**src/cmp_edge_defines.svh**
```systemverilog
// Constants for the comparator edge control block
// ***************************************************
// ***************************************************
`ifndef CMP_EDGE_DEFINES_SVH
`define CMP_EDGE_DEFINES_SVH
`define CMP_CONTROL_ADDR   8'h9b
`define CMP_MODE_ADDR      8'h9d
`define CMP_EN_POS         7
`define CMP_OUT_POS        6
`define CMP_RISE_POS       5
`define CMP_FALL_POS       4
`define CMP_RISE_IE_POS    5
`define CMP_FALL_IE_POS    4
`define CMP_PHYST_HI       3
`define CMP_PHYST_LO       2
`define CMP_NHYST_HI       1
`define CMP_NHYST_LO       0
`define CMP_MODE_HI        1
`define CMP_MODE_LO        0
`define CMP_CONTROL_RESET  8'h00
`define CMP_MODE_RESET     2'h2
`define CMP_HYST_RESET     2'h0
`endif

```
**src/cmp_edge_pkg.sv**
```systemverilog
// Types shared by the comparator edge control block
`default_nettype none
package cmp_edge_pkg;
  typedef enum logic [1:0] {hyst_off, hyst_5mv, hyst_10mv, hyst_20mv} hyst_sel_t;
  typedef struct packed {
    logic      enable;
    hyst_sel_t pos_hyst;
    hyst_sel_t neg_hyst;
    logic [1:0] response_mode;
  } cmp_cfg_t;
endpackage
`default_nettype wire

```
**src/comparator_edge_control.sv**
```systemverilog
// Comparator control, status, edge flags and output gating
`timescale 1ns/10ps
`default_nettype none
`include "cmp_edge_defines.svh"
module comparator_edge_control
(
  input  wire logic                    clk_in,
  input  wire logic                    rst_n_in,
  input  wire logic                    cmp_analog_in,
  input  wire logic                    wr_en_in,
  input  wire logic [7:0]              wr_addr_in,
  input  wire logic [7:0]              wr_data_in,
  input  wire logic                    cmp_reset_src_en_in,
  output logic [7:0]                   cmp_control_reg_out,
  output logic [7:0]                   cmp_mode_reg_out,
  output cmp_edge_pkg::cmp_cfg_t       cmp_cfg_out,
  output logic                         cmp_power_en_out,
  output logic                         cmp_raw_out,
  output logic                         cmp_latched_out,
  output logic                         cmp_rise_irq_out,
  output logic                         cmp_fall_irq_out,
  output logic                         cmp_reset_req_out
);
  import cmp_edge_pkg::*;

  // ***************************************************
  // Register state
  // ***************************************************
  logic       cmp_enable_bit;
  logic       cmp_rise_flag;
  logic       cmp_fall_flag;
  hyst_sel_t  cmp_pos_hyst_sel;
  hyst_sel_t  cmp_neg_hyst_sel;
  logic [1:0] cmp_response_mode;
  logic       cmp_rise_irq_en;
  logic       cmp_fall_irq_en;
  logic       next_enable;
  logic       next_rise_flag;
  logic       next_fall_flag;
  hyst_sel_t  next_pos_hyst;
  hyst_sel_t  next_neg_hyst;
  logic [1:0] next_mode;
  logic       next_rise_ie;
  logic       next_fall_ie;
  logic       next_latched;

  // ***************************************************
  // Synchroniser and edge detect
  // ***************************************************
  logic sync_a;
  logic sync_b;
  logic sync_c;
  logic rise_evt;
  logic fall_evt;
  logic wr_ctl;
  logic wr_mode;

  // Raw path is pure gating so it keeps working with the clock stopped
  assign cmp_raw_out = cmp_analog_in & cmp_enable_bit;
  assign cmp_power_en_out = cmp_enable_bit;

  always_ff @(posedge clk_in or negedge rst_n_in)
  begin
    if (!rst_n_in)
    begin
      sync_a <= 1'b0;
      sync_b <= 1'b0;
      sync_c <= 1'b0;
    end
    else
    begin
      // First stage may go metastable; only the later two decide an edge
      sync_a <= cmp_raw_out;
      sync_b <= sync_a;
      sync_c <= sync_b;
    end
  end

  // A change counts once the second and third stages agree
  assign rise_evt = sync_b & sync_c & ~cmp_latched_out;
  assign fall_evt = ~sync_b & ~sync_c & cmp_latched_out;
  // Unmapped addresses match neither decode, so stray writes change nothing
  assign wr_ctl   = wr_en_in && (wr_addr_in == `CMP_CONTROL_ADDR);
  assign wr_mode  = wr_en_in && (wr_addr_in == `CMP_MODE_ADDR);

  // ***************************************************
  // Next-state logic
  // ***************************************************
  always_comb
  begin
    next_enable    = cmp_enable_bit;
    next_rise_flag = cmp_rise_flag;
    next_fall_flag = cmp_fall_flag;
    next_pos_hyst  = cmp_pos_hyst_sel;
    next_neg_hyst  = cmp_neg_hyst_sel;
    next_mode      = cmp_response_mode;
    next_rise_ie   = cmp_rise_irq_en;
    next_fall_ie   = cmp_fall_irq_en;
    if (wr_ctl)
    begin
      next_enable    = wr_data_in[`CMP_EN_POS];
      next_rise_flag = wr_data_in[`CMP_RISE_POS];
      next_fall_flag = wr_data_in[`CMP_FALL_POS];
      next_pos_hyst  = hyst_sel_t'(wr_data_in[`CMP_PHYST_HI:`CMP_PHYST_LO]);
      next_neg_hyst  = hyst_sel_t'(wr_data_in[`CMP_NHYST_HI:`CMP_NHYST_LO]);
    end
    if (wr_mode)
    begin
      next_rise_ie = wr_data_in[`CMP_RISE_IE_POS];
      next_fall_ie = wr_data_in[`CMP_FALL_IE_POS];
      next_mode    = wr_data_in[`CMP_MODE_HI:`CMP_MODE_LO];
    end
    // Hardware set wins over a software clear in the same cycle
    if (rise_evt)
      next_rise_flag = 1'b1;
    if (fall_evt)
      next_fall_flag = 1'b1;
    // Latched pin is forced low while disabled; taking the next enable
    // drops it on the same edge as the write that cuts the supply
    next_latched = next_enable & (rise_evt | (cmp_latched_out & ~fall_evt));
  end

  // ***************************************************
  // Registers
  // ***************************************************
  always_ff @(posedge clk_in or negedge rst_n_in)
  begin
    if (!rst_n_in)
    begin
      cmp_enable_bit    <= 1'b0;
      cmp_rise_flag     <= 1'b0;
      cmp_fall_flag     <= 1'b0;
      cmp_pos_hyst_sel  <= hyst_sel_t'(`CMP_HYST_RESET);
      cmp_neg_hyst_sel  <= hyst_sel_t'(`CMP_HYST_RESET);
      cmp_response_mode <= `CMP_MODE_RESET;
      cmp_rise_irq_en   <= 1'b0;
      cmp_fall_irq_en   <= 1'b0;
      cmp_latched_out   <= 1'b0;
    end
    else
    begin
      cmp_enable_bit    <= next_enable;
      cmp_rise_flag     <= next_rise_flag;
      cmp_fall_flag     <= next_fall_flag;
      cmp_pos_hyst_sel  <= next_pos_hyst;
      cmp_neg_hyst_sel  <= next_neg_hyst;
      cmp_response_mode <= next_mode;
      cmp_rise_irq_en   <= next_rise_ie;
      cmp_fall_irq_en   <= next_fall_ie;
      cmp_latched_out   <= next_latched;
    end
  end

  // ***************************************************
  // Status, interrupt and reset outputs
  // ***************************************************
  assign cmp_control_reg_out = {cmp_enable_bit, cmp_latched_out, cmp_rise_flag,
                                cmp_fall_flag, cmp_pos_hyst_sel, cmp_neg_hyst_sel};
  assign cmp_mode_reg_out = {2'h0, cmp_rise_irq_en, cmp_fall_irq_en, 2'h0,
                             cmp_response_mode};
  assign cmp_cfg_out = '{cmp_enable_bit, cmp_pos_hyst_sel, cmp_neg_hyst_sel,
                         cmp_response_mode};
  assign cmp_rise_irq_out = cmp_rise_flag & cmp_rise_irq_en;
  assign cmp_fall_irq_out = cmp_fall_flag & cmp_fall_irq_en;
  // Reset request acts on the synchronised low level
  assign cmp_reset_req_out = cmp_reset_src_en_in & cmp_enable_bit & ~cmp_latched_out;
endmodule // comparator_edge_control
`default_nettype wire
```
**config.mk**
```make
export PLATFORM = sky130hd
export DESIGN_NAME = comparator_edge_control
export DESIGN_NICKNAME = d
export VERILOG_FILES = /design/src/cmp_edge_pkg.sv /design/src/comparator_edge_control.sv
export VERILOG_INCLUDE_DIRS = /design/src /design/src/src
export SDC_FILE = /design/constraint.sdc
export NUM_CORES = 1
export LEC_CHECK = 0
export ABC_AREA = 0
export BUFFER_PORTS_ARGS = -buffer_cell sky130_fd_sc_hd__buf_4
export CAP_MARGIN = 30
export CORE_MARGIN = 1
export CORE_UTILIZATION = 41
export CTS_CLUSTER_SIZE = 30
export DETAILED_ROUTE_END_ITERATION = 8
export PLACE_DENSITY = 0.8
export SLEW_MARGIN = 20
export SYNTH_ARGS = -nofsm -noshare
export SYNTH_HDL_FRONTEND = slang
export SYNTH_SLANG_ARGS = --single-unit
```
**constraint.sdc**
```tcl
create_clock -name clk_in -period 1.1 [get_ports clk_in]
set_input_delay 0.22 -clock clk_in [delete_from_list [all_inputs] [get_ports clk_in]]
set_output_delay 0.22 -clock clk_in [all_outputs]
set_load 0.03 [all_outputs]
```
==> Flow_metrics.wiki <==
{| class="wikitable"
! Metric !! Value
|-
| Cell at the root of the clock tree || sky130_fd_sc_hd__clkbuf_4
|-
| CP Launch Type || flop
|-
| Fill cell instance count of the final layout || 127
|-
| Placeable core region || between 1500 and 2000 µm²
|-
| Result of the run || finished with violations
|-
| Number of buffers inserted by port buffering || 44
|-
| Sum of net half-perimeters after detailed placement || between 1 and 1.5 mm
|-
| Data arrival time of the worst path || 1070 ps
|-
| Met3 routing resource usage after global routing || ~6.3%
|-
| Static Leakage || between 0.0006 and 0.0007 µW
|-
| Final Slew Violations || 0
|-
| Instance area at placement || ~1100 µm²
|-
| Pre-antenna DRT Iters || 4
|-
| Die Span Y || between 40 and 50 µm
|-
| Effective utilization at floorplan || roughly 45%
|-
| Initial detailed-routing violation count || 6
|-
| Number of levels in the clock H-tree || 1
|-
| Violated checks || setup timing
|-
| Power density over the cells || about 950 nW/µm²
|-
| Global-route track usage on met2 || 32.6%
|-
| Clock net sink count || 15
|-
| RSZ-0062 raised after global routing || true
|-
| Peak supply drop || between 0.9 and 1 mV
|-
| TritonCTS clock tree || yes
|-
| Post-route standard cell area excluding fillers || approximately 1300 µm²
|-
| Setup ws final || -189 ps
|-
| Cell Rows || 15
|-
| Maximum number of pins on one net before global-route repair || 16
|-
| EDFF count, synth || 0
|-
| Antenna violations before repair || 0
|-
| Final hold viol count || 0
|-
| Minimum period implied by the final worst setup slack || about 1300 ps
|-
| CP Max Fanout || 3
|-
| DIE AREA || around 2100 µm²
|-
| Final Routed Wirelength || between 2 and 2.5 mm
|-
| Final ANT Viol Nets || 0
|-
| Clock insertion delay at the later pin of the skew report || roughly 280 ps
|-
| Count of warnings emitted by yosys || 0
|-
| GR Util All Layers || approximately a fifth
|-
| Routability-driven placement congestion ratio || between 0.7 and 0.8
|-
| Grt met1 use || 20.1%
|-
| Number of nets in the layout || ~130
|-
| Busiest metal layer after global routing || met2
|-
| Clock skew after layout || about 1.1 ps
|-
| Final standard cell utilization of the core || 74.3%
|-
| X dimension of the die || about 46 µm
|-
| Final total negative setup slack || -1500 ps
|-
| Max frequency || approximately 0.78 GHz
|-
| Endpoint kind of the worst setup timing path || primary output
|-
| Antenna diode instance count || 0
|-
| Setup violation total in the final timing report || 19
|-
| Cell type with the highest aggregate area in the netlist || sky130_fd_sc_hd__dfrtp_1
|-
| Vias in the first global route || ~600
|-
| Fraction of final layout cells sized beyond drive strength 1 || 71.4%
|-
| Average footprint of a synthesized cell || ~12 µm²
|-
| Overall power of the completed layout || between 1000 and 1500 µW
|-
| Overall via count from detail_route || roughly 630
|-
| Portion of the post-synthesis area used by sequential elements || 47.9%
|-
| Layout overhead on the synthesized area || 66.9%
|-
| Number of maximum-capacitance constraint violations || 0
|-
| Top_reg_cell synth || sky130_fd_sc_hd__dfrtp_1
|-
| Detailed-route wire length per cell || about 16 µm
|-
| I/O pins || 50
|-
| Clock-pin slew on the worst setup and hold paths || roughly 80 ps
|-
| Async set or reset register ratio after synthesis || 100%
|-
| Most used cells in the layout excluding fill and tap cells || 29 x sky130_fd_sc_hd__buf_4, 29 x sky130_fd_sc_hd__buf_6, 13 x sky130_fd_sc_hd__dfrtp_1
|-
| Count of mapped cells out of synthesis || 63
|-
| Data required time of the critical path || between 800 and 900 ps
|-
| Total area of sequential cells || 378 µm²
|-
| Multi-input gate area || between 300 and 400 µm²
|-
| Top cells by area in the synthesized netlist || sky130_fd_sc_hd__dfrtp_1 45%, sky130_fd_sc_hd__buf_4 16%, sky130_fd_sc_hd__mux2_2 13%
|-
| Post-Syn Area || 786 µm²
|-
| Wire length of the first global-routing pass || about 2.6 mm
|-
| Distinct cell type count of the synthesized netlist || 17
|-
| GR Overflow Total || 0
|-
| DRC violations left || 0
|-
| Post-route clock period utilization || 117%
|-
| Clock buffer depth || 2
|-
| Share of the synthesized area in the top cell type || around 45%
|-
| Path type of the worst setup path || flop to primary output
|-
| Vias per Instance || about 4.6
|-
| Type of the tightest min-delay check || primary input to flop
|-
| Inserted Clock Buffers || 3
|-
| Number of storage elements in the synthesis netlist || 15
|}
==> cell families after synthesis <==
group	Yosys count	share of synthesized area, %
adders and majority gates	1	1.27
DFF	15	47.9
AOI/OAI and AO/OA	2	1.27
other	1	0.477
muxes	12	16.7
and+or+nand+nor	14	15.6
buffers and inverters	18	16.7
==> cells in the mapped netlist (2+ instances only) <==
cell / n
sky130_fd_sc_hd__a21oi_1: 2
sky130_fd_sc_hd__mux2i_1: 3
sky130_fd_sc_hd__buf_4: 17
sky130_fd_sc_hd__dfrtp_1: 14
sky130_fd_sc_hd__nand2_1: 2
sky130_fd_sc_hd__nor2_1: 3
sky130_fd_sc_hd__and3b_1: 2
sky130_fd_sc_hd__mux2_2: 9
sky130_fd_sc_hd__and2_1: 3
==> power by group <==
part	switching, µW	internal, µW
sequential	23.2	574
clock	164	141
combinational	169	168
==> critical path, cell delays in order, from the launching register on <==
cell	delay, ps
sky130_fd_sc_hd__dfrtp_2	430
sky130_fd_sc_hd__and3b_2	240
sky130_fd_sc_hd__buf_6	120
==> per-layer routing <==
metal | wire length, µm | vias up
met3 | 93 | 6
li1 | - | 290
met1 | 706 | 300
met2 | 1270 | 31
met5 | 0 | -
met4 | 74 | 0
==> layout make-up <==
| class | count | area share [%] |
|---|---|---|
| clock buffer | 4 | 2.00 |
| inverter | 1 | 0.286 |
| multi-input combinational | 33 | 24.2 |
| sequential | 15 | 28.8 |
| tap | 25 | 2.39 |
| timing repair buffer | 59 | 42.3 |
==> registers in the layout (all words and copies together), names as in the netlist <==
name / cells
cmp_power_en_out: 1
sync_b: 1
cmp_rise_irq_en: 1
cmp_pos_hyst_sel: 2
cmp_rise_flag: 1
cmp_latched_out: 1
cmp_response_mode: 2
cmp_fall_flag: 1
sync_c: 1
cmp_neg_hyst_sel: 2
sync_a: 1
cmp_fall_irq_en: 1
==> worst paths after layout <==
kind,start,endpoint,slack (ps),depth (start not counted)
max,cmp_latched_out,cmp_reset_req_out,-190,2
min,wr_data_in[2],cmp_pos_hyst_sel[0],180,2
max reg2reg,cmp_latched_out,cmp_latched_out,-40,4
min reg2reg,sync_a,sync_b,350,0
max in group asynchronous,rst_n_in,cmp_response_mode[1],500,2
min in group asynchronous,rst_n_in,cmp_neg_hyst_sel[0],370,2
==> stage by stage <==
stage	setup slack [ps]	std cells	hold WS, ps
after floorplan	-300	66	-75.6
final	-189	137	181
after detailed placement	-381	123	79.4
after global routing	-225	137	167
after global placement	-316	123	82.6
after CTS	-190	134	167
==> what timing repair did <==
action	CTS	global route
endpoints found under the setup margin	18	32
endpoints found under the hold margin	15	0
pin swaps	1	1
gates cloned	0	0
buffers inserted	6	3
hold buffers	1	0
resized for setup	24	14
(Power assumes the default switching activity.)
